File: src/hdl/fault_sup_consts.svh
// constants of the motor drive fault supervisor: offsets, fields, resets, timing
// assumes inclusion by bare name from the package and the design
`ifndef FAULT_SUP_CONSTS_SVH
`define FAULT_SUP_CONSTS_SVH
// ------------------------------------------------------------
// register offsets (byte addresses, word aligned)
// ------------------------------------------------------------
`define OFS_CTRL        8'h00
`define OFS_STATUS      8'h04
`define OFS_IRQ_MASK    8'h08
`define OFS_TIMEOUT     8'h0c
`define OFS_LIMITS      8'h10
`define OFS_SPEED_MAX   8'h14
`define OFS_OUTPUT      8'h18
`define OFS_FEED        8'h1c
// ------------------------------------------------------------
// control fields
// ------------------------------------------------------------
`define CTRL_OC_LATCH   0
`define CTRL_OT_LATCH   1
`define CTRL_ARM        2
// ------------------------------------------------------------
// status / interrupt fields
// ------------------------------------------------------------
`define ST_OC           0
`define ST_OT           1
`define ST_DERATE       2
`define ST_OVERSPEED    3
`define ST_BRAKE        4
`define ST_REGEN        5
`define ST_TIMEOUT      6
`define ST_WATCHDOG     7
`define ST_WIDTH        8
// ------------------------------------------------------------
// reset values
// ------------------------------------------------------------
`define CTRL_RESET      32'h0000_0000
`define MASK_RESET      8'h00
`define TIMEOUT_RESET   32'h0000_c350
`define SPEED_MAX_RESET 16'h4000
`define SPEED_EXT_RESET 16'h2000
// ------------------------------------------------------------
// timing
// ------------------------------------------------------------
`define CLK_NS          40
`define WDOG_US         1000
`define WDOG_CYCLES     ((`WDOG_US * 1000) / `CLK_NS)
`endif

File: src/hdl/fault_sup_pkg.sv
// types of the motor drive fault supervisor
// assumes the constants header beside it
`include "fault_sup_consts.svh"
package fault_sup_pkg;
    typedef enum logic [3:0] {
        BR_DRIVE = 4'b0001,
        BR_OFF   = 4'b0010,
        BR_COAST = 4'b0100,
        BR_BRAKE = 4'b1000
    } bridge_mode_type;

    typedef struct packed {
        logic [15:0] current;
        logic [15:0] current_limit;
        logic [15:0] ctl_temp;
        logic [15:0] coil_temp;
        logic [15:0] speed;
        logic [15:0] bus_volt;
    } sense_type;

    typedef struct packed {
        logic [7:0]  addr;
        logic [31:0] wdata;
        logic        wr;
        logic        rd;
    } bus_req_type;
endpackage

File: src/hdl/motor_drive_fault_supervisor.sv
// motor drive fault supervisor: limits, derates, shuts off or brakes the bridge
// assumes sensed values synchronous to sys_clk, one-cycle command strobe
// Behaviour
// - clamp demand to predicted current-safe voltage
// - over-current without extreme over-speed turns every bridge switch off
// - over-current latch selectable, default not latching
// - latched trip holds until host clears
// - non-latching over-current releases below threshold
// - near controller temperature limit, derate output
// - derate ends by itself when cooler
// - estimated coil temperature derates the same way
// - over-temperature without extreme over-speed turns every bridge switch off
// - thermal latch selectable, default not latching
// - above maximum speed, reduce voltage proportionally
// - extreme over-speed shorts all three phases
// - regenerated over-voltage limits applied voltage
// - command timeout disarms and coasts
// - new valid command resumes operation
// - stalled controller forces watchdog reboot
//
// Implementation choices: the address-and-strobe port and the register addresses.
`timescale 1ns/1ps
`include "fault_sup_consts.svh"

module motor_drive_fault_supervisor #(
    parameter int          WDOG_CYCLES = `WDOG_CYCLES,
    parameter logic [15:0] TEMP_DERATE = 16'h0320,
    parameter logic [15:0] TEMP_TRIP   = 16'h0400,
    parameter logic [15:0] COIL_DERATE = 16'h0640,
    parameter logic [15:0] COIL_TRIP   = 16'h0700,
    parameter logic [15:0] VOLT_MAX    = 16'h0c00
) (
    input  wire logic                     sys_clk,
    input  wire logic                     arst_n,
    input  wire fault_sup_pkg::bus_req_type bus_req,
    output logic [31:0]                   rdata,
    input  wire fault_sup_pkg::sense_type sense,
    input  wire logic [15:0]              demand,
    input  wire logic                     cmd_valid,
    input  wire logic                     core_alive,
    output logic [15:0]                   drive_volt,
    output fault_sup_pkg::bridge_mode_type bridge_mode,
    output logic                          reboot_req,
    output logic                          irq
);
    // ------------------------------------------------------------
    // reset release
    // ------------------------------------------------------------
    logic rst_s1_r;
    logic rst_n_r;

    always_ff @(posedge sys_clk or negedge arst_n)
    begin
        if (!arst_n)
        begin
            rst_s1_r <= 1'b0;
            rst_n_r  <= 1'b0;
        end
        else
        begin
            rst_s1_r <= 1'b1;
            rst_n_r  <= rst_s1_r;
        end
    end

    // scale x by (256 - k)/256, k saturates at 256
    function automatic logic [15:0] scale_down(input logic [15:0] x, input logic [15:0] k);
        logic [8:0]  f;
        logic [24:0] p;
        f = (k >= 16'h0100) ? 9'h000 : 9'(9'h100 - k[8:0]);
        p = x * f;
        return p[23:8];
    endfunction

    function automatic logic [15:0] min16(input logic [15:0] a, input logic [15:0] b);
        return (a < b) ? a : b;
    endfunction

    // ------------------------------------------------------------
    // registers
    // ------------------------------------------------------------
    logic [31:0]            ctrl_r;
    logic [31:0]            timeout_r;
    logic [15:0]            speed_max_r;
    logic [15:0]            speed_ext_r;
    logic [`ST_WIDTH-1:0]   status_r;
    logic [`ST_WIDTH-1:0]   mask_r;
    logic                   wr_ctrl;
    logic                   wr_status;

    assign wr_ctrl   = bus_req.wr && (bus_req.addr == `OFS_CTRL);
    assign wr_status = bus_req.wr && (bus_req.addr == `OFS_STATUS);

    always_ff @(posedge sys_clk or negedge rst_n_r)
    begin
        if (!rst_n_r)
        begin
            ctrl_r      <= `CTRL_RESET;
            timeout_r   <= `TIMEOUT_RESET;
            speed_max_r <= `SPEED_MAX_RESET;
            speed_ext_r <= `SPEED_EXT_RESET;
            mask_r      <= `MASK_RESET;
        end
        else if (bus_req.wr)
        begin
            unique case (bus_req.addr)
                `OFS_CTRL:      ctrl_r      <= bus_req.wdata;
                `OFS_IRQ_MASK:  mask_r      <= bus_req.wdata[`ST_WIDTH-1:0];
                `OFS_TIMEOUT:   timeout_r   <= bus_req.wdata;
                `OFS_SPEED_MAX:
                begin
                    speed_max_r <= bus_req.wdata[15:0];
                    speed_ext_r <= bus_req.wdata[31:16];
                end
                default: ;
            endcase
        end
    end

    // ------------------------------------------------------------
    // fault detection
    // ------------------------------------------------------------
    logic oc_now;
    logic ot_now;
    logic derate_now;
    logic ovs_now;
    logic brake_now;
    logic regen_now;
    logic [15:0] ovs_excess;

    assign oc_now     = sense.current >= sense.current_limit;
    assign ot_now     = (sense.ctl_temp >= TEMP_TRIP) || (sense.coil_temp >= COIL_TRIP);
    assign derate_now = (sense.ctl_temp >= TEMP_DERATE)
                     || (sense.coil_temp >= COIL_DERATE);
    assign ovs_now    = sense.speed > speed_max_r;
    assign ovs_excess = ovs_now ? 16'(sense.speed - speed_max_r) : 16'h0000;
    assign brake_now  = ovs_now && (ovs_excess >= speed_ext_r);
    assign regen_now  = sense.bus_volt >= VOLT_MAX;

    // latched trips; set wins over the host clear
    logic oc_lat_r;
    logic ot_lat_r;

    always_ff @(posedge sys_clk or negedge rst_n_r)
    begin
        if (!rst_n_r)
        begin
            oc_lat_r <= 1'b0;
            ot_lat_r <= 1'b0;
        end
        else
        begin
            if (oc_now && ctrl_r[`CTRL_OC_LATCH])
                oc_lat_r <= 1'b1;
            else if (wr_status && bus_req.wdata[`ST_OC])
                oc_lat_r <= 1'b0;
            if (ot_now && ctrl_r[`CTRL_OT_LATCH])
                ot_lat_r <= 1'b1;
            else if (wr_status && bus_req.wdata[`ST_OT])
                ot_lat_r <= 1'b0;
        end
    end

    // ------------------------------------------------------------
    // command timeout
    // ------------------------------------------------------------
    logic [31:0] idle_cnt_r;
    logic        timed_out_r;

    always_ff @(posedge sys_clk or negedge rst_n_r)
    begin
        if (!rst_n_r)
        begin
            idle_cnt_r  <= 32'h0000_0000;
            timed_out_r <= 1'b0;
        end
        else if (cmd_valid)
        begin
            idle_cnt_r  <= 32'h0000_0000;
            timed_out_r <= 1'b0;
        end
        else if (idle_cnt_r >= timeout_r)
            timed_out_r <= 1'b1;
        else
            idle_cnt_r  <= idle_cnt_r + 32'h0000_0001;
    end

    // ------------------------------------------------------------
    // liveness watchdog
    // ------------------------------------------------------------
    logic [31:0] wd_cnt_r;
    logic        wd_fire;

    assign wd_fire = (wd_cnt_r >= 32'(WDOG_CYCLES - 1)) && !core_alive;

    always_ff @(posedge sys_clk or negedge rst_n_r)
    begin
        if (!rst_n_r)
        begin
            wd_cnt_r   <= 32'h0000_0000;
            reboot_req <= 1'b0;
        end
        else
        begin
            reboot_req <= wd_fire;
            if (core_alive || wd_fire)
                wd_cnt_r <= 32'h0000_0000;
            else
                wd_cnt_r <= wd_cnt_r + 32'h0000_0001;
        end
    end

    // arm state drops on timeout or reboot; host rearms via control
    logic armed_r;

    always_ff @(posedge sys_clk or negedge rst_n_r)
    begin
        if (!rst_n_r)
            armed_r <= 1'b0;
        else if (wd_fire)
            armed_r <= 1'b0;
        else if (wr_ctrl && bus_req.wdata[`CTRL_ARM])
            armed_r <= 1'b1;
        else if (!timed_out_r && idle_cnt_r >= timeout_r && !cmd_valid)
            armed_r <= 1'b0;
        else if (timed_out_r && cmd_valid)
            armed_r <= 1'b1;
    end

    // ------------------------------------------------------------
    // output voltage and bridge mode
    // ------------------------------------------------------------
    logic [15:0] v_lim;
    fault_sup_pkg::bridge_mode_type mode_nxt;
    logic [15:0] volt_nxt;

    always_comb
    begin
        // predictive ceiling: demand capped at sense.current_limit, used unscaled as a voltage
        v_lim = min16(demand, sense.current_limit);
        if (derate_now)
            v_lim = v_lim >> 1;
        v_lim = scale_down(v_lim, ovs_excess);
        if (regen_now)
            v_lim = v_lim >> 2;
        volt_nxt = v_lim;
        if (brake_now)
            mode_nxt = fault_sup_pkg::BR_BRAKE;
        else if (oc_now || oc_lat_r)
            mode_nxt = fault_sup_pkg::BR_OFF;
        else if (ot_now || ot_lat_r)
            mode_nxt = fault_sup_pkg::BR_OFF;
        else if (!armed_r || timed_out_r)
            mode_nxt = fault_sup_pkg::BR_COAST;
        else
            mode_nxt = fault_sup_pkg::BR_DRIVE;
        if (mode_nxt != fault_sup_pkg::BR_DRIVE)
            volt_nxt = 16'h0000;
    end

    always_ff @(posedge sys_clk or negedge rst_n_r)
    begin
        if (!rst_n_r)
        begin
            bridge_mode <= fault_sup_pkg::BR_COAST;
            drive_volt  <= 16'h0000;
        end
        else
        begin
            bridge_mode <= mode_nxt;
            drive_volt  <= volt_nxt;
        end
    end

    // ------------------------------------------------------------
    // sticky status and interrupt
    // ------------------------------------------------------------
    logic [`ST_WIDTH-1:0] events;

    always_comb
    begin
        events = '0;
        events[`ST_OC]        = oc_now;
        events[`ST_OT]        = ot_now;
        events[`ST_DERATE]    = derate_now;
        events[`ST_OVERSPEED] = ovs_now;
        events[`ST_BRAKE]     = brake_now;
        events[`ST_REGEN]     = regen_now;
        events[`ST_TIMEOUT]   = timed_out_r;
        events[`ST_WATCHDOG]  = wd_fire;
    end

    always_ff @(posedge sys_clk or negedge rst_n_r)
    begin
        if (!rst_n_r)
            status_r <= '0;
        else if (wr_status)
            status_r <= (status_r & ~bus_req.wdata[`ST_WIDTH-1:0]) | events;
        else
            status_r <= status_r | events;
    end

    assign irq = |(status_r & mask_r);

    // ------------------------------------------------------------
    // read port
    // ------------------------------------------------------------
    always_ff @(posedge sys_clk or negedge rst_n_r)
    begin
        if (!rst_n_r)
            rdata <= 32'h0000_0000;
        else if (bus_req.rd)
        begin
            unique case (bus_req.addr)
                `OFS_CTRL:      rdata <= {29'h0, armed_r, ctrl_r[1:0]};
                `OFS_STATUS:    rdata <= {24'h0, status_r};
                `OFS_IRQ_MASK:  rdata <= {24'h0, mask_r};
                `OFS_TIMEOUT:   rdata <= timeout_r;
                `OFS_LIMITS:    rdata <= {22'h0, oc_lat_r, ot_lat_r, events};
                `OFS_SPEED_MAX: rdata <= {speed_ext_r, speed_max_r};
                `OFS_OUTPUT:    rdata <= {12'h0, bridge_mode, drive_volt};
                default:        rdata <= 32'h0000_0000;
            endcase
        end
        else
            rdata <= 32'h0000_0000;
    end

    // ------------------------------------------------------------
    // checks
    // ------------------------------------------------------------
    oc_shutdown_a: assert property (@(posedge sys_clk) disable iff (!rst_n_r)
        oc_now && !brake_now |=> bridge_mode == fault_sup_pkg::BR_OFF)
        else $error("over-current did not switch bridge off");
    oc_release_a: assert property (@(posedge sys_clk) disable iff (!rst_n_r)
        !oc_now && !oc_lat_r && !ot_now && !ot_lat_r && !brake_now && armed_r && !timed_out_r
        |=> bridge_mode == fault_sup_pkg::BR_DRIVE)
        else $error("bridge not released");
    latch_hold_a: assert property (@(posedge sys_clk) disable iff (!rst_n_r)
        oc_lat_r && !(wr_status && bus_req.wdata[`ST_OC]) |=> oc_lat_r)
        else $error("latched trip dropped without clear");
    ot_shutdown_a: assert property (@(posedge sys_clk) disable iff (!rst_n_r)
        ot_now && !brake_now |=> bridge_mode == fault_sup_pkg::BR_OFF)
        else $error("over-temperature did not switch bridge off");
    brake_mode_a: assert property (@(posedge sys_clk) disable iff (!rst_n_r)
        brake_now |=> bridge_mode == fault_sup_pkg::BR_BRAKE)
        else $error("extreme over-speed not braking");
    volt_limit_a: assert property (@(posedge sys_clk) disable iff (!rst_n_r)
        1'b1 |=> drive_volt <= $past(sense.current_limit))
        else $error("drive voltage above current ceiling");
    timeout_coast_a: assert property (@(posedge sys_clk) disable iff (!rst_n_r)
        timed_out_r && !brake_now && !oc_now && !ot_now && !oc_lat_r && !ot_lat_r
        |=> bridge_mode == fault_sup_pkg::BR_COAST)
        else $error("timeout did not coast");
    resume_cmd_a: assert property (@(posedge sys_clk) disable iff (!rst_n_r)
        timed_out_r && cmd_valid |=> !timed_out_r && armed_r)
        else $error("command did not resume");
    wdog_reboot_a: assert property (@(posedge sys_clk) disable iff (!rst_n_r)
        wd_fire |=> reboot_req && !armed_r)
        else $error("watchdog did not reboot");
    sticky_flag_a: assert property (@(posedge sys_clk) disable iff (!rst_n_r)
        status_r[`ST_OC] && !wr_status |=> status_r[`ST_OC])
        else $error("status flag lost");

    oc_trip_c:  cover property (@(posedge sys_clk) disable iff (!rst_n_r) oc_now ##1 !oc_now);
    derate_c:   cover property (@(posedge sys_clk) disable iff (!rst_n_r) derate_now ##1 !derate_now);
    brake_c:    cover property (@(posedge sys_clk) disable iff (!rst_n_r) brake_now);
    timeout_c:  cover property (@(posedge sys_clk) disable iff (!rst_n_r) timed_out_r ##1 cmd_valid);
    // reboot path is reached only with a short watchdog span
    wdog_c:     cover property (@(posedge sys_clk) disable iff (!rst_n_r) wd_fire ##1 reboot_req);

endmodule // motor_drive_fault_supervisor

File: config.mk
export PLATFORM = sky130hd
export DESIGN_NAME = motor_drive_fault_supervisor
export DESIGN_NICKNAME = d
export VERILOG_FILES = /design/src/hdl/fault_sup_pkg.sv /design/src/hdl/motor_drive_fault_supervisor.sv
export VERILOG_INCLUDE_DIRS = /design/src /design/src/hdl
export SDC_FILE = /design/constraint.sdc
export NUM_CORES = 1
export LEC_CHECK = 0
export BUFFER_PORTS_ARGS = -buffer_cell sky130_fd_sc_hd__buf_2
export CORE_MARGIN = 4
export CORE_UTILIZATION = 64
export DETAILED_ROUTE_END_ITERATION = 7
export PLACE_DENSITY = 0.87
export SLEW_MARGIN = 20
export SYNTH_ARGS = -nofsm -noshare
export SYNTH_HDL_FRONTEND = slang
export SYNTH_SLANG_ARGS = --single-unit
File: constraint.sdc
create_clock -name sys_clk -period 11.6 [get_ports sys_clk]
set_input_delay 1.74 -clock sys_clk [delete_from_list [all_inputs] [get_ports sys_clk]]
set_output_delay 1.74 -clock sys_clk [all_outputs]
set_load 0.05 [all_outputs]
# --- Word level (Yosys, flattened, before mapping) ---
# Cells that the tools add are included.
word_totals:
  reg_bits: 205
  word_cells: 106
op_classes:
  n_reduce_logical: 32
  eq_ne: 8
  n_mul: 1
  bitwise_logic: 5
  muxes: 26
  order_cmp: 12
  addsub: 4
op_table:
  columns: ["operator", "n"]
  rows:
  - ["$pmux W32 S7", 1]
  - ["$mux W32", 4]
  - ["$mux W16", 5]
  - ["$add A32 B1 Y32 const B", 2]
  - ["$ge A16 B11 Y1 const B", 3]
  - ["$ge A16 B16 Y1", 2]
  - ["$ge A32 B15 Y1 const B", 1]
  - ["$ge A32 B32 Y1", 1]
  - ["$eq A8 B5 Y1 const B", 3]
  - ["$mul A16 B9 Y24", 1]
  - ["$and A8 B8 Y8", 2]
  - ["$eq A8 B4 Y1 const B", 2]
  - ["$ge A16 B10 Y1 const B", 1]
  - ["$ge A16 B12 Y1 const B", 1]
  - ["$ge A16 B9 Y1 const B", 1]
  - ["$gt A16 B16 Y1", 1]
  - ["$lt A16 B16 Y1", 1]
  - ["$or A8 B8 Y8", 2]
  - ["$sub A16 B16 Y16", 1]
  - ["$logic_and A1 B1 Y1", 12]
  - ["$mux W1", 10]
  - ["$mux W3", 3]
  - ["$mux W9", 1]
  - ["$sub A9 B9 Y9 const A", 1]
  - ["13 further kinds", 26]

# --- Logic depth before layout (Yosys ltp) ---
depth:
  depth_word: 8
  depth_mapped: 36
  ltp_nobuf: 35

# --- Worst setup path before layout ---
# Ideal clock, no wire load.
synth_path:
  kind: "input to register"
  startpoint: "input port sense[16] (netlist name)"
  endpoint: "register drive_volt[13]"
  setup_slack_ns: 2.331
  n_path_buf: 2
  t_required_ns: 11.496
  path_stages: 33
  arrival_ns: 9.165
  path_cell_list: "inv_1 ha_1 fa_1 nand2b_1 a2111oi_0 a211oi_2 a21oi_2 nand2b_1 ha_1 inv_1 nor2_1 mux2_2 a21oi_2 buf_2 nor2_1 fa_1 fa_1 fa_1 inv_1 fa_1 inv_1 ha_1 clkbuf_1 a21o_1 a21o_1 a2111oi_0 nand2_1 a31o_2 a31oi_4 o221ai_4 nor4b_2 a41oi_1 o311ai_1"
synth_between:
  elab_chain_len: 7
  word_cells_on_any_way: 13
  cone_classes: "add/sub (2); mul (1); order compare (3); eq/ne (1); mux (5); reduce/logical (1)"
synth_lines:
  columns: ["element", "line_no", "text"]
  rows:
  - ["from (decl)", "motor_drive_fault_supervisor.sv:37", "input wire fault_sup_pkg::sense_type sense,"]
  - ["$sub A16 B16 Y16 / $gt A16 B16 Y1 (equally long branches)", "motor_drive_fault_supervisor.sv:136, motor_drive_fault_supervisor.sv:135", null]
  - ["$mux W16", "motor_drive_fault_supervisor.sv:136", "assign ovs_excess = ovs_now ? 16'(sense.speed - speed_max_r) : 16'h0000;"]
  - ["$ge A16 B9 Y1, or another cell as far along", "motor_drive_fault_supervisor.sv:70", "f = (k >= 16'h0100) ? 9'h000 : 9'(9'h100 - k[8:0]);"]
  - ["$mux W9 / $logic_and A1 B1 Y1 (equally long branches)", "motor_drive_fault_supervisor.sv:70, motor_drive_fault_supervisor.sv:137", null]
  - ["$mul A16 B9 Y24 / $mux W4 (equally long branches)", "motor_drive_fault_supervisor.sv:71, motor_drive_fault_supervisor.sv:247", null]
  - ["$mux W16 / $ne A4 B1 Y1 (equally long branches)", "motor_drive_fault_supervisor.sv:244, motor_drive_fault_supervisor.sv:257", null]
  - ["$mux W16 *", "motor_drive_fault_supervisor.sv:257", "if (mode_nxt != fault_sup_pkg::BR_DRIVE)"]
  - ["named net volt_nxt[13]", "motor_drive_fault_supervisor.sv:235", "logic [15:0] volt_nxt;"]
  - ["to (signal assigned)", "motor_drive_fault_supervisor.sv:271", "drive_volt <= volt_nxt;"]
  - ["to (decl)", "motor_drive_fault_supervisor.sv:41", "output logic [15:0] drive_volt,"]
# Mark *: on every way through the listed nets, which the timed path passes. The rest lies on a longest branch.
# A chain may end at the register's enable or synchronous reset.

# --- Final worst setup path ---
# Ends and elaborated chain as after synthesis.

==> summary.json <==
{
  "fp.dieArea": {"value": 0.0284, "unit": "mm^2"},
  "synth_top_cells_by_area": {"value": "sky130_fd_sc_hd__dfrtp_1 30%, sky130_fd_sc_hd__fa_1 12%, sky130_fd_sc_hd__ha_1 10%, sky130_fd_sc_hd__mux2_2 5.3%, sky130_fd_sc_hd__inv_1 4.9%"},
  "syn2layout_area_growth": {"value": 12.3, "unit": "%"},
  "grt_overflow": {"value": 0},
  "startpoint_type": {"value": "primary input"},
  "worst_slew_margin_rel": {"value": 33.2, "unit": "%"},
  "filler_cell_count": {"value": 1823},
  "skew": {"value": 0.0128, "unit": "ns"},
  "synth_top_flop_cell": {"value": "sky130_fd_sc_hd__dfrtp_1"},
  "sw_frac_of_total": {"value": 37.7, "unit": "%"},
  "crit_slowest_cell": {"value": "sky130_fd_sc_hd__fa_1"},
  "synth-compound-area-share": {"value": 13.0, "unit": "%"},
  "totalNegativeSetupSlack": {"value": 0, "unit": "ns"},
  "area_share_of_the_largest_cell_type_after_synthesis": {"value": 29.8, "unit": "%"},
  "placed_area": {"value": 0.0177, "unit": "mm^2"},
  "cp_data_required_time": {"value": 11.96, "unit": "ns"},
  "sequential_element_share_of_the_synthesized_area": {"value": 31.2, "unit": "%"},
  "switchingPower": {"value": 0.945, "unit": "mW"},
  "gr-usage-all-layers": {"value": 33.9, "unit": "%"},
  "timing.final.max_slew_violations": {"value": 0},
  "internal-power": {"value": 1.56, "unit": "mW"},
  "edff_count_synth": {"value": 0},
  "synth.yosys.warnings": {"value": 0},
  "routed_wirelength": {"value": 47.5, "unit": "mm"},
  "p_leak": {"value": 9.13, "unit": "nW"},
  "initial_utilization": {"value": 65.2, "unit": "%"},
  "combinationalPowerShare": {"value": 40.2, "unit": "%"},
  "grt_antenna_before_repair": {"value": 1},
  "critPathMaxFanout": {"value": 17},
  "root_buffer": {"value": "sky130_fd_sc_hd__clkbuf_16"},
  "firstDrtPassIters": {"value": 7},
  "drc": {"value": 0},
  "finalNetCount": {"value": 2371},
  "min_period": {"value": 10.04, "unit": "ns"},
  "fp.dieH": {"value": 168, "unit": "um"},
  "h-tree-depth": {"value": 1},
  "post_route_cells_drive_above_1_share": {"value": 18.0, "unit": "%"},
  "drt_iter0_drc": {"value": 1623},
  "cts.path.max_buffers": {"value": 3},
  "endpoint_kind": {"value": "flip-flop"},
  "design.portCount": {"value": 212},
  "rows": {"value": 58},
  "final_common_cell": {"value": "sky130_fd_sc_hd__inv_1"},
  "core_area": {"value": 0.0253, "unit": "mm^2"},
  "clkPwrFrac": {"value": 29.0, "unit": "%"},
  "timing_worst_slew_pin_value": {"value": 0.999, "unit": "ns"},
  "post_synthesis_cell_count": {"value": 1796},
  "main_combinational_cell_family_by_area_after_synthesis": {"value": "adder cells"},
  "ir_drop": {"value": 148, "unit": "uV"},
  "grt_start_max_net_pins": {"value": 83},
  "cts-hold-fix-buffers": {"value": 0},
  "setup_repair_after_global_routing_missed_its_margin": {"value": "false"},
  "final_hold_viol_count": {"value": 0},
  "timing.final.crit_share": {"value": 86.5, "unit": "%"},
  "max_clock_freq": {"value": 99.6, "unit": "MHz"},
  "route.detailed.wl_per_inst": {"value": 20.4, "unit": "um"},
  "synth_fa_ha_area_share": {"value": 22.3, "unit": "%"},
  "postRouteAntennaNets": {"value": 0},
  "layout.cells.most_common_list": {"value": "217 x sky130_fd_sc_hd__inv_1, 207 x sky130_fd_sc_hd__nor2_1, 195 x sky130_fd_sc_hd__dfrtp_1"},
  "synth.mux.area_fraction": {"value": 5.45, "unit": "%"},
  "gpl.final_weighted_congestion": {"value": 0.968},
  "area_occupied_by_registers": {"value": 0.00514, "unit": "mm^2"},
  "run_status": {"value": "finished clean"},
  "cp_slowest_stage_delay": {"value": 0.61, "unit": "ns"},
  "syn_area_per_cell": {"value": 9.17, "unit": "um^2"},
  "setup.worst_path.class": {"value": "in2reg"},
  "antenna_cells_inserted": {"value": 0},
  "num_vias": {"value": 14500},
  "ys_seq_elements": {"value": 205},
  "timing.hold.ws": {"value": 0.349, "unit": "ns"},
  "route.detailed.vias_per_inst": {"value": 6.23},
  "port_buffers": {"value": 190},
  "number_of_global_route_vias_before_repair": {"value": 14900},
  "path_clk_slew": {"value": 0.06, "unit": "ns"},
  "cts_buffers": {"value": 22},
  "flop_pwr_share": {"value": 30.8, "unit": "%"},
  "cts_sinks": {"value": 205},
  "power_density": {"value": 135, "unit": "mW/mm^2"},
  "clock_latency": {"value": 0.51, "unit": "ns"},
  "synth_simple_gate_area_share": {"value": 17.7, "unit": "%"},
  "area_used_by_multi_input_combinational_logic": {"value": 0.0103, "unit": "mm^2"},
  "postCtsSetupBuffers": {"value": 0},
  "wire_length_of_the_first_global_routing_pass": {"value": 77.7, "unit": "mm"},
  "mappedNetlistArea": {"value": 0.0165, "unit": "mm^2"},
  "synth_xor_area_share": {"value": 3.45, "unit": "%"},
  "floorplan.die.width": {"value": 168, "unit": "um"},
  "path_type_of_the_worst_min_delay_path": {"value": "reg2async"},
  "final_design_area_no_fill": {"value": 0.0185, "unit": "mm^2"},
  "cts_resized": {"value": 0},
  "synth.largest_area_cell": {"value": "sky130_fd_sc_hd__dfrtp_1"},
  "cts_tree": {"value": "built"},
  "place_hpwl": {"value": 36.6, "unit": "mm"},
  "cp.arrival": {"value": 10.39, "unit": "ns"},
  "netlist-cell-type-count": {"value": 82},
  "ys_async_sr_fraction": {"value": 100, "unit": "%"},
  "timing.final.setup_violations": {"value": 0},
  "max-cap-violations": {"value": 0}
}
[per-stage QoR]
| stage | util, % | worst slack [ns] | cells | total power [mW] |
|---|---|---|---|---|
| 2_1_floorplan | - | 2.33 | 1812 | 1.51 |
| 3_3_place_gp | 70.2 | 1.42 | 2283 | 1.73 |
| 3_5_place_dp | 70.2 | 1.24 | 2283 | 1.76 |
| 4_1_cts | 73.1 | 1.65 | 2323 | 2.49 |
| 5_1_grt | 73.2 | 1.06 | 2324 | 2.67 |
| 6_report | 73.2 | 1.56 | 2324 | 2.50 |
[state kept, by name, indices dropped and copies added, names as in the netlist, 2 cells and up]
signal	flops
mask_r	8
drive_volt	16
wd_cnt_r	32
rdata	32
timeout_r	32
speed_ext_r	16
idle_cnt_r	32
status_r	8
bridge_mode	4
ctrl_r	2
speed_max_r	16
[layer usage]
metal	wire, um	global-route usage, %
met1	18500	46.0
met2	22000	54.5
met3	4780	6.81
met4	2120	12.2
met5	0	0
[critical path: cells and delay by family]
family	cells	cell delay (ns)
fa+ha+maj	8	3.39
compound gates	11	2.75
simple gates	6	1.57
buf+inv	7	0.79
xor+xnor	1	0.12
[synthesized netlist by cell type (all sizes together), types with 19 or more instances]
library cell  number
nand3             68
a22oi             34
nor3              26
nand2            159
a21o              34
nor2             210
dfrtp            196
xnor2             44
inv              218
clkbuf            34
ha               137
o21ai             48
and2              19
buf               30
mux2              77
fa                98
a21oi             92
nand2b            25
xor2              20
nand4             30
[power groups by stage]
| stage | Clock (mW) | Combinational (mW) | Sequential, mW |
|---|---|---|---|
| 2_1_floorplan | 0 | 0.721 | 0.787 |
| 3_3_place_gp | 0 | 0.947 | 0.781 |
| 3_5_place_dp | 0 | 0.975 | 0.783 |
| 4_1_cts | 0.729 | 0.995 | 0.771 |
| 5_1_grt | 0.759 | 1.14 | 0.775 |
| 6_report | 0.726 | 1.01 | 0.772 |
[logic make-up (layout without fill, tap and decap cells)]
| kind of cell | after synthesis | after routing |
|---|---|---|
| simple gates | 617 | 617 |
| compound gates | 311 | 311 |
| buf+inv | 282 | 464 |
| fa+ha+maj | 235 | 235 |
| flops | 205 | 205 |
| mux | 80 | 80 |
| xor+xnor | 64 | 64 |
| other cells | 2 | 18 |
[path summary, 6_finish.rpt]
| path | from | slack, ns | depth (start not counted) | to |
|---|---|---|---|---|
| setup reg to reg | speed_max_r[6]$_DFFE_PN0P_ | 2.43 | 28 | drive_volt[13]$_DFF_PN0_ |
| setup / recovery | sense[16] | 1.56 | 33 | drive_volt[13]$_DFF_PN0_ |
| max in group asynchronous | rst_n_r$_DFF_PN0_ | 9.23 | 2 | timeout_r[24]$_DFFE_PN0P_ |
| hold reg to reg | rst_n_r$_DFF_PN0_ | 0.35 | 0 | status_r[6]$_DFF_PN0_ |
| min in group sys_clk | rst_s1_r$_DFF_PN0_ | 0.36 | 0 | rst_n_r$_DFF_PN0_ |
| hold / removal | rst_n_r$_DFF_PN0_ | 0.35 | 0 | status_r[6]$_DFF_PN0_ |
[layout make-up]
cell class	count	area share, %
clock buffers	32	3.51
clock inverters	8	0.562
inverters	218	4.43
multi-input cells	1325	55.6
flip-flops and latches	205	27.8
well taps	330	2.23
repair buffers	206	5.83
Note: power is estimated with default switching activity, not from simulation.
